`config.mk`:
```
export PLATFORM = sky130hd
export DESIGN_NAME = hwm_top
export DESIGN_NICKNAME = d
export VERILOG_FILES = /design/src/hwm_pkg.sv /design/src/hwm_top.sv
export SDC_FILE = /design/constraint.sdc
export NUM_CORES = 2
export LEC_CHECK = 0
export ABC_AREA = 0
export BUFFER_PORTS_ARGS = -buffer_cell sky130_fd_sc_hd__buf_2
export CAP_MARGIN = 40
export CORE_UTILIZATION = 55
export DETAILED_ROUTE_END_ITERATION = 8
export PLACE_DENSITY_LB_ADDON = 0.3
export SYNTH_ARGS = -nofsm -noshare
export SYNTH_HDL_FRONTEND = slang
export SYNTH_SLANG_ARGS = --single-unit
```
`constraint.sdc`:
```
create_clock -name clock_in -period 10.7 [get_ports clock_in]
set_input_delay 1.605 -clock clock_in [delete_from_list [all_inputs] [get_ports clock_in]]
set_output_delay 1.605 -clock clock_in [all_outputs]
set_load 0.02 [all_outputs]
```
`src/hwm_pkg.sv`:
```
// Package of register indices, control fields and timing for the hardware multiplier.
package hwm_pkg;

    // Register indices; the AHB byte address of each register is four times its index.
    localparam logic [5:0] IDX_A_UNS = 6'h00;
    localparam logic [5:0] IDX_A_SGN = 6'h02;
    localparam logic [5:0] IDX_A_UNS_ACC = 6'h04;
    localparam logic [5:0] IDX_A_SGN_ACC = 6'h06;
    localparam logic [5:0] IDX_B_SHORT = 6'h08;
    localparam logic [5:0] IDX_RES_LOW = 6'h0A;
    localparam logic [5:0] IDX_RES_HIGH = 6'h0C;
    localparam logic [5:0] IDX_SUM_EXT = 6'h0E;
    localparam logic [5:0] IDX_WA_UNS_LO = 6'h10;
    localparam logic [5:0] IDX_WA_UNS_HI = 6'h12;
    localparam logic [5:0] IDX_WA_SGN_LO = 6'h14;
    localparam logic [5:0] IDX_WA_SGN_HI = 6'h16;
    localparam logic [5:0] IDX_WA_ACC_LO = 6'h18;
    localparam logic [5:0] IDX_WA_ACC_HI = 6'h1A;
    localparam logic [5:0] IDX_WA_SACC_LO = 6'h1C;
    localparam logic [5:0] IDX_WA_SACC_HI = 6'h1E;
    localparam logic [5:0] IDX_WB_LO = 6'h20;
    localparam logic [5:0] IDX_WB_HI = 6'h22;
    localparam logic [5:0] IDX_LRES_0 = 6'h24;
    localparam logic [5:0] IDX_LRES_1 = 6'h26;
    localparam logic [5:0] IDX_LRES_2 = 6'h28;
    localparam logic [5:0] IDX_LRES_3 = 6'h2A;
    localparam logic [5:0] IDX_CTL = 6'h2C;

    // Control register field positions.
    localparam int CTL_CARRY = 0;
    localparam int CTL_SIGNED = 4;
    localparam int CTL_ACCUM = 5;
    localparam int CTL_OPA_WIDE = 6;
    localparam int CTL_OPB_WIDE = 7;
    localparam int CTL_DLY_EN = 8;
    localparam int CTL_DLY_SHORT = 9;

    // Control reset value and the bits software may change.
    localparam logic [15:0] CTL_RESET = 16'h0000;
    localparam logic [15:0] CTL_WMASK = 16'h03FD;

    // Operation select field codes.
    typedef enum logic [1:0] {
        HWM_MUL_UNS = 2'b00,
        HWM_MUL_SGN = 2'b01,
        HWM_ACC_UNS = 2'b10,
        HWM_ACC_SGN = 2'b11
    } hwm_mode_t;

    // Cycles from start to the full 64-bit result; low words land in the first of them.
    localparam int RESULT_LATENCY = 3;

    // AHB-Lite encodings used by the slave.
    localparam logic [2:0] HSIZE_BYTE = 3'h0;
    localparam logic [1:0] HTRANS_NONSEQ = 2'h2;

endpackage

```
`src/hwm_top.sv`:
```
// Register-mapped multiply and multiply-accumulate unit with AHB-Lite slave and DMA trigger.
//
// Implementation choice: register access over AHB-Lite.
`timescale 1ns/1ps
// How it works
// - A ready pulse goes to the DMA controller once the product of an operation is in place.
// - The pulse comes when the low word is valid and the top word is valid by a fast read.
// - Every register takes word and byte access, low lane bits 7:0, high lane bits 15:8.
// - The address of the 16-bit first operand write selects one of the four operations.
// - A low byte write to a first-operand or short second-operand address loads 8 bits.
// - Second operand is 16 bits short or 32 bits split; a high-word byte gives 24 bits.
// - Each mode has a wide first operand; a byte to its high word gives 24 bits.
// - The short result sits in two words and the 64-bit result in four, lowest first.
// - The sum extension word is read only and ignores writes.
// - Control sits at its own index with its upper byte cleared at reset.
// - Short and wide aliases of first operand and result words act as one register.
// - Writing the second operand starts the operation in the chosen mode and widths.
// - Control bits 5:4 hold the operation code, unsigned, signed, accumulate, signed acc.
// - With delayed write on, writes wait for the 64-bit or, with bit 9, the 32-bit result.
// - Control bits 7 and 6 record the widths of the second and first operand.
module hwm_top #(
    parameter int RESULT_LATENCY = hwm_pkg::RESULT_LATENCY
) (
    input wire logic clock_in,
    input wire logic arst_n_in,
    input wire logic hsel_in,
    input wire logic [31:0] haddr_in,
    input wire logic [1:0] htrans_in,
    input wire logic hwrite_in,
    input wire logic [2:0] hsize_in,
    input wire logic [31:0] hwdata_in,
    input wire logic hready_in,
    output logic hreadyout_out,
    output logic [31:0] hrdata_out,
    output logic hresp_out,
    output logic dma_ready_out
);

    localparam logic [3:0] LAT = 4'(RESULT_LATENCY);

    logic accept;
    logic dp_valid;
    logic dp_write;
    logic [5:0] dp_idx;
    logic dp_lane;
    logic [2:0] dp_size;
    logic wr_done;
    logic rd_load;
    logic full16;
    logic wr_lo;
    logic wr_hi;
    logic byte8;
    logic [15:0] wdata;
    logic [15:0] ctl;
    logic [31:0] opnd_a;
    logic [31:0] opnd_b;
    logic [15:0] result_word [4];
    logic [15:0] sum_ext;
    logic [31:0] hold_high;
    logic [15:0] hold_ext;
    logic hold_carry;
    logic [3:0] cnt;
    logic [3:0] next_cnt;
    logic start;
    logic write_wait;
    logic [15:0] rd_val;
    logic a_low_write;
    logic a_high_write;
    logic [1:0] a_mode;
    logic sg;
    logic short_op;
    logic [32:0] a33;
    logic [32:0] b33;
    logic signed [65:0] prod;
    logic [63:0] prev;
    logic [32:0] sum33;
    logic [64:0] sum65;
    logic top_bit;
    logic [63:0] new64;
    logic [15:0] new_ext;

    // An address phase is taken only when the bus is ready and a transfer is requested.
    assign accept = hsel_in && (htrans_in == hwm_pkg::HTRANS_NONSEQ) && hready_in;
    assign wr_done = dp_valid && dp_write && hreadyout_out;
    assign rd_load = dp_valid && !dp_write && !hreadyout_out;

    // Byte lanes: a byte in lane 0 is the 8-bit alias, lane 1 is the upper byte.
    assign full16 = (dp_size != hwm_pkg::HSIZE_BYTE);
    assign wr_lo = full16 || !dp_lane;
    assign wr_hi = full16 || dp_lane;
    assign byte8 = !full16 && !dp_lane;
    assign wdata = hwdata_in[15:0];

    // Merge the written lanes into an old 16-bit value.
    function automatic logic [15:0] merge(input logic [15:0] old, input logic [15:0] nv,
                                          input logic lo, input logic hi);
        merge = {hi ? nv[15:8] : old[15:8], lo ? nv[7:0] : old[7:0]};
    endfunction

    // Classify first-operand writes and the mode their address selects.
    always_comb begin
        a_low_write = 1'b0;
        a_high_write = 1'b0;
        a_mode = ctl[5:4];
        case (dp_idx)
            hwm_pkg::IDX_A_UNS, hwm_pkg::IDX_A_SGN, hwm_pkg::IDX_A_UNS_ACC,
            hwm_pkg::IDX_A_SGN_ACC: begin
                a_low_write = 1'b1;
                a_mode = dp_idx[2:1];
            end
            hwm_pkg::IDX_WA_UNS_LO, hwm_pkg::IDX_WA_SGN_LO, hwm_pkg::IDX_WA_ACC_LO,
            hwm_pkg::IDX_WA_SACC_LO: begin
                a_low_write = 1'b1;
                a_mode = dp_idx[3:2];
            end
            hwm_pkg::IDX_WA_UNS_HI, hwm_pkg::IDX_WA_SGN_HI, hwm_pkg::IDX_WA_ACC_HI,
            hwm_pkg::IDX_WA_SACC_HI: begin
                a_high_write = 1'b1;
                a_mode = dp_idx[3:2];
            end
            default: begin
                a_low_write = 1'b0;
            end
        endcase
    end

    // A second-operand write that completes the operand starts the operation.
    assign start = wr_done && ((dp_idx == hwm_pkg::IDX_B_SHORT) ||
                               (dp_idx == hwm_pkg::IDX_WB_HI));

    // Progress counter: LAT right after start, low words land at LAT, high words at 1.
    always_comb begin
        if (start) begin
            next_cnt = LAT;
        end else if (cnt != 4'h0) begin
            next_cnt = cnt - 4'h1;
        end else begin
            next_cnt = 4'h0;
        end
    end

    // Writes held off while the awaited part of the result is still pending.
    assign write_wait = ctl[hwm_pkg::CTL_DLY_EN] &&
                        (ctl[hwm_pkg::CTL_DLY_SHORT] ? (next_cnt == LAT)
                                                      : (next_cnt != 4'h0));

    // Data phase tracking for the bus slave.
    always_ff @(posedge clock_in or negedge arst_n_in) begin
        if (!arst_n_in) begin
            dp_valid <= 1'b0;
            dp_write <= 1'b0;
            dp_idx <= 6'h00;
            dp_lane <= 1'b0;
            dp_size <= 3'h0;
        end else if (accept) begin
            dp_valid <= 1'b1;
            dp_write <= hwrite_in;
            dp_idx <= haddr_in[7:2];
            dp_lane <= haddr_in[0];
            dp_size <= hsize_in;
        end else if (dp_valid && hreadyout_out) begin
            dp_valid <= 1'b0;
        end
    end

    // Ready: reads always take one wait state so the data comes from a flip-flop;
    // writes stall only while delayed write holds them.
    always_ff @(posedge clock_in or negedge arst_n_in) begin
        if (!arst_n_in) begin
            hreadyout_out <= 1'b1;
        end else if (accept) begin
            hreadyout_out <= hwrite_in ? !write_wait : 1'b0;
        end else if (dp_valid && !hreadyout_out) begin
            hreadyout_out <= dp_write ? !write_wait : 1'b1;
        end else begin
            hreadyout_out <= 1'b1;
        end
    end

    // Read data mux; unmapped indices read as zero.
    always_comb begin
        case (dp_idx)
            hwm_pkg::IDX_A_UNS, hwm_pkg::IDX_A_SGN, hwm_pkg::IDX_A_UNS_ACC,
            hwm_pkg::IDX_A_SGN_ACC, hwm_pkg::IDX_WA_UNS_LO, hwm_pkg::IDX_WA_SGN_LO,
            hwm_pkg::IDX_WA_ACC_LO, hwm_pkg::IDX_WA_SACC_LO: rd_val = opnd_a[15:0];
            hwm_pkg::IDX_WA_UNS_HI, hwm_pkg::IDX_WA_SGN_HI, hwm_pkg::IDX_WA_ACC_HI,
            hwm_pkg::IDX_WA_SACC_HI: rd_val = opnd_a[31:16];
            hwm_pkg::IDX_B_SHORT, hwm_pkg::IDX_WB_LO: rd_val = opnd_b[15:0];
            hwm_pkg::IDX_WB_HI: rd_val = opnd_b[31:16];
            hwm_pkg::IDX_RES_LOW, hwm_pkg::IDX_LRES_0: rd_val = result_word[0];
            hwm_pkg::IDX_RES_HIGH, hwm_pkg::IDX_LRES_1: rd_val = result_word[1];
            hwm_pkg::IDX_LRES_2: rd_val = result_word[2];
            hwm_pkg::IDX_LRES_3: rd_val = result_word[3];
            hwm_pkg::IDX_SUM_EXT: rd_val = sum_ext;
            hwm_pkg::IDX_CTL: rd_val = ctl & hwm_pkg::CTL_WMASK;
            default: rd_val = 16'h0000;
        endcase
    end

    // Read data and response; the response is always OKAY.
    always_ff @(posedge clock_in or negedge arst_n_in) begin
        if (!arst_n_in) begin
            hrdata_out <= 32'h0000_0000;
            hresp_out <= 1'b0;
        end else begin
            hresp_out <= 1'b0;
            if (rd_load) begin
                hrdata_out <= {16'h0000, rd_val};
            end
        end
    end

    // Operand registers carry no reset; their value is undefined until written.
    always_ff @(posedge clock_in) begin
        if (wr_done) begin
            if (a_low_write) begin
                if (byte8) begin
                    opnd_a[15:0] <= {{8{a_mode[0] & wdata[7]}}, wdata[7:0]};
                end else begin
                    opnd_a[15:0] <= merge(opnd_a[15:0], wdata, wr_lo, wr_hi);
                end
            end
            if (a_high_write) begin
                if (byte8) begin
                    opnd_a[31:16] <= {{8{a_mode[0] & wdata[7]}}, wdata[7:0]};
                end else begin
                    opnd_a[31:16] <= merge(opnd_a[31:16], wdata, wr_lo, wr_hi);
                end
            end
            if (dp_idx == hwm_pkg::IDX_B_SHORT) begin
                if (byte8) begin
                    opnd_b[15:0] <= {{8{ctl[hwm_pkg::CTL_SIGNED] & wdata[7]}}, wdata[7:0]};
                end else begin
                    opnd_b[15:0] <= merge(opnd_b[15:0], wdata, wr_lo, wr_hi);
                end
            end
            if (dp_idx == hwm_pkg::IDX_WB_LO) begin
                opnd_b[15:0] <= merge(opnd_b[15:0], wdata, wr_lo, wr_hi);
            end
            if (dp_idx == hwm_pkg::IDX_WB_HI) begin
                if (byte8) begin
                    opnd_b[31:16] <= {{8{ctl[hwm_pkg::CTL_SIGNED] & wdata[7]}}, wdata[7:0]};
                end else begin
                    opnd_b[31:16] <= merge(opnd_b[31:16], wdata, wr_lo, wr_hi);
                end
            end
        end
    end

    // Control register: software writes, mode and width tracking, and hardware carry.
    always_ff @(posedge clock_in or negedge arst_n_in) begin
        if (!arst_n_in) begin
            ctl <= hwm_pkg::CTL_RESET;
        end else begin
            if (wr_done && (dp_idx == hwm_pkg::IDX_CTL)) begin
                ctl <= merge(ctl, wdata, wr_lo, wr_hi) & hwm_pkg::CTL_WMASK;
            end
            if (wr_done && a_low_write) begin
                ctl[5:4] <= a_mode;
                ctl[hwm_pkg::CTL_OPA_WIDE] <= 1'b0;
            end
            if (wr_done && a_high_write) begin
                ctl[5:4] <= a_mode;
                ctl[hwm_pkg::CTL_OPA_WIDE] <= 1'b1;
            end
            if (wr_done && (dp_idx == hwm_pkg::IDX_B_SHORT)) begin
                ctl[hwm_pkg::CTL_OPB_WIDE] <= 1'b0;
            end
            if (wr_done && (dp_idx == hwm_pkg::IDX_WB_HI)) begin
                ctl[hwm_pkg::CTL_OPB_WIDE] <= 1'b1;
            end
            // The hardware carry wins over a software write in the same cycle.
            if (cnt == 4'h1) begin
                ctl[hwm_pkg::CTL_CARRY] <= hold_carry;
            end
        end
    end

    // Arithmetic: operands widened by sign when signed, previous result added when accumulating.
    assign sg = ctl[hwm_pkg::CTL_SIGNED];
    assign short_op = !ctl[hwm_pkg::CTL_OPA_WIDE] && !ctl[hwm_pkg::CTL_OPB_WIDE];
    assign a33 = ctl[hwm_pkg::CTL_OPA_WIDE] ? {sg & opnd_a[31], opnd_a}
                                            : {{17{sg & opnd_a[15]}}, opnd_a[15:0]};
    assign b33 = ctl[hwm_pkg::CTL_OPB_WIDE] ? {sg & opnd_b[31], opnd_b}
                                            : {{17{sg & opnd_b[15]}}, opnd_b[15:0]};
    assign prod = $signed(a33) * $signed(b33);
    assign prev = ctl[hwm_pkg::CTL_ACCUM] ?
                  {result_word[3], result_word[2], result_word[1], result_word[0]}
                  : 64'h0000_0000_0000_0000;
    assign sum33 = {sg & prev[31], prev[31:0]} + {sg & prod[31], prod[31:0]};
    assign sum65 = {sg & prev[63], prev} + {sg & prod[63], prod[63:0]};
    assign top_bit = short_op ? sum33[32] : sum65[64];
    assign new64 = short_op ? {{32{sg & sum33[32]}}, sum33[31:0]} : sum65[63:0];
    assign new_ext = sg ? {16{top_bit}} : {15'h0000, top_bit};

    // Progress counter.
    always_ff @(posedge clock_in or negedge arst_n_in) begin
        if (!arst_n_in) begin
            cnt <= 4'h0;
        end else begin
            cnt <= next_cnt;
        end
    end

    // Result words: low half lands first, high half and extension LAT-1 cycles later.
    // Hardware updates take priority over software writes to the same word.
    always_ff @(posedge clock_in) begin
        if (wr_done) begin
            case (dp_idx)
                hwm_pkg::IDX_RES_LOW, hwm_pkg::IDX_LRES_0:
                    result_word[0] <= merge(result_word[0], wdata, wr_lo, wr_hi);
                hwm_pkg::IDX_RES_HIGH, hwm_pkg::IDX_LRES_1:
                    result_word[1] <= merge(result_word[1], wdata, wr_lo, wr_hi);
                hwm_pkg::IDX_LRES_2:
                    result_word[2] <= merge(result_word[2], wdata, wr_lo, wr_hi);
                hwm_pkg::IDX_LRES_3:
                    result_word[3] <= merge(result_word[3], wdata, wr_lo, wr_hi);
                default: begin
                end
            endcase
        end
        if (cnt == LAT) begin
            result_word[0] <= new64[15:0];
            result_word[1] <= new64[31:16];
            hold_high <= new64[63:32];
            hold_ext <= new_ext;
            hold_carry <= top_bit;
        end
        if (cnt == 4'h1) begin
            result_word[2] <= hold_high[15:0];
            result_word[3] <= hold_high[31:16];
            sum_ext <= hold_ext;
        end
    end

    // DMA trigger: one pulse per operation, in the same edge the low words become valid;
    // the top words follow well before a back-to-back reader can reach them.
    always_ff @(posedge clock_in or negedge arst_n_in) begin
        if (!arst_n_in) begin
            dma_ready_out <= 1'b0;
        end else begin
            dma_ready_out <= (cnt == LAT);
        end
    end

endmodule // hwm_top

```
==> impl_metrics.yaml <==
status:
  outcome: "complete, no violations"
critical_path:
  cpMaxStageDelayCell: "fa_1"
  arrival_ns: 10.76
  ff2ff_path_depth: 43
  cpMostUsedCell: "fa_1"
  crit_cells: 43
  worst-path-max-fanout: 19
  cp-start-kind: "flip-flop"
  crit_required_ns: 10.96
  critPathMaxStageDelay_ns: 0.53
  path_class: "flip-flop to flip-flop"
  cp_top_family: "adder cells"
  endpoint_kind: "flip-flop"
  worst-path-buf-inv: 12
placement:
  io_buffers: 50
  gp_congestion: 1.05
  hpwl_um: 127000
clocking:
  htreeDepth: 1
  cts_sinks: 207
  cts_hold_buf: 0
  cts_buffers: 22
  path_clk_slew_ns: 0.07
  clock_latency_ns: 0.54
  cts_root_buf: "clkbuf_16"
  cts_tree: "built"
  clock_path_buffers: 3
timing:
  slew_violations: 0
  skew_ns: 0.0258
  maxSlewHeadroom: 0.374
  finalCritPeriodShare: 0.982
  fmax_mhz: 95.2
  setup_viol: 0
  min_period_ns: 10.50
  setup_tns_ns: 0
  worst-slew-pin-transition_ns: 0.939
  hold_viol_final: 0
logic_synthesis:
  synthCells: 5532
  synth_ff_type: "edfxtp_1"
  synthTopCellsByArea: "fa_1, edfxtp_1, inv_1"
  ys_types: 94
  synth_edf_count: 164
  synth_seq_cells: 207
  yosysWarnings: 0
  synth_top_area_share: 0.442
  ys_seq_area_frac: 0.118
  synth.avg_cell_area_um2: 9.22
  synth_commonest_cells: "fa_1, inv_1, nand2_1, and2_1, clkbuf_1"
  netlist_area_mm2: 0.0510
  synth_top_area_cell: "fa_1"
  yosysMostFrequentCell: "fa_1"
  async_flop_share: 0.208
routing:
  wl_per_cell_um: 22.6
  post-route-drc-count: 0
  wirelength_um: 155000
  drtAntennaViolNets: 0
  vias: 39600
  viasPerCell: 5.75
  drtIter0Drc: 4101
  firstDrtPassIters: 8
hold_path:
  whs_path_depth: 0
  hold_class: "flip-flop to flip-flop"
layout:
  drive_above_1_share: 0.0961
  postLayoutCoreUtil: 0.607
  fillers: 7780
  syn2layout_area_growth_pct: 9.13
  fin_nets: 7102
global_route:
  grt_pass1_wl_um: 242000
  grt_usage: 0.342
  grt_max_degree: 52
  antenna_found_initial: 4
  grt_pass1_vias: 41500
  overflow: 0
job:
  drv_cap: 0
die:
  pin_count: 109
  die_area_mm2: 0.0940
  die-width_um: 307
  coreArea_mm2: 0.0918
  fp-row-count: 111
  dieHeight_um: 307
  start_util: 0.556
layout make-up:
class	instances	area, µm²	area share
Sequential cell	207	6000	0.108
Multi-Input combinational cell	3929	40100	0.720
Inverter	1094	4110	0.0738
Clock buffer	28	604	0.0109
Clock inverter	11	91.3	0.00164
Antenna cell	1	2.50	0.0000449
Tap cell	1243	1560	0.0279
Timing Repair Buffer	372	3240	0.0581
placed cells by master (no fill, tap or decap), types with 15 or more instances in the layout:
cell	n
o21bai_1	18
buf_4	267
a222oi_1	25
buf_12	36
o21a_1	32
and2_1	427
and3_1	24
nand3_1	55
nor2_1	150
a21oi_2	16
a21o_1	88
a221oi_1	20
dfrtp_1	41
a21oi_1	124
fa_1	1124
nand2b_1	15
clkbuf_16	24
nor3_1	24
nand4_1	20
conb_1	17
o21ai_0	132
inv_1	1087
xor2_1	45
nand2_1	933
edfxtp_1	164
ha_1	270
buf_2	51
o21ai_1	48
xnor2_1	85
through the flow:
step | hold slack (ns) | instances | instance area, µm² | setup WS, ns
finish | 0.432 | 6885 | 55700 | 0.196
global route | 0.450 | 6884 | 55700 | -0.114
CTS | 0.433 | 6874 | 55200 | 0.0422
detailed placement | 0.418 | 6835 | 54500 | -0.0787
global placement | 0.403 | 6826 | 54300 | -0.0460
floorplan | 0.400 | 5548 | 51100 | 0.421
worst reg2reg max path: cells and delay by family, from the launching register on:
family / cells / cell delay (ns)
adder cells (fa/ha/maj): 10 / 4.68
buffers and inverters: 12 / 1.26
flip-flops: 1 / 0.46
AO/OA/AOI/OAI: 9 / 1.76
AND/OR/NAND/NOR: 10 / 1.68
XOR/XNOR: 2 / 0.40
metal layers:
| metal | wire [µm] | share of wire | track usage | vias to the layer above |
|---|---|---|---|---|
| met4 | 8640 | 0.056 | 0.151 | 2 |
| met1 | 59300 | 0.38 | 0.461 | 20200 |
| li1 | - | - | - | 17000 |
| met5 | 13 | 0.000084 | 0 | - |
| met2 | 71800 | 0.46 | 0.541 | 1964 |
| met3 | 15600 | 0.10 | 0.0653 | 428 |
kinds of logic (layout without fill, tap and decap cells):
group                      after synthesis  in the layout  share of synthesized area
AOI/OAI and AO/OA                      631            631                     0.0820
muxes                                   21             21                    0.00446
DFF                                    207            207                      0.118
buffers and inverters                 1412           1505                      0.105
xor gates and xnor gates               138            138                     0.0241
and+or+nand+nor                       1720           1720                      0.157
other                                    1             18                  0.0000735
adders and majority gates             1402           1402                      0.509
registers in the layout, indices dropped and copies added, names as in the netlist, 2 cells and up:
register / count
cnt: 4
ctl: 9
dp_idx: 6
dp_size: 3
hold_high: 32
hrdata_out: 16
opnd_a: 32
opnd_b: 32
result_word: 64
sum_ext: 2
timing repair:
| item | in CTS | in global routing |
|---|---|---|
| setup buffers | 0 | 9 |
| resized for setup | 4 | 100 |
| pin swaps | 0 | 24 |
| cloned | 0 | 1 |
| setup endpoints to repair | 10 | 34 |
path summary, 6_finish.rpt:
check | start | end | slack, ns
setup / recovery | ctl[4] | hold_high[17] | 0.20
hold / removal | hold_ext[1] | sum_ext[1] | 0.43
setup reg to reg | ctl[4] | hold_high[17] | 0.20
hold reg to reg | hold_ext[1] | sum_ext[1] | 0.43
max in group asynchronous | arst_n_in | hrdata_out[2] | 9.23
min in group asynchronous | arst_n_in | dp_valid | 0.98
Power is not shown: default switching activity piles up to over one toggle a cycle in this logic, so the estimate is an artifact.
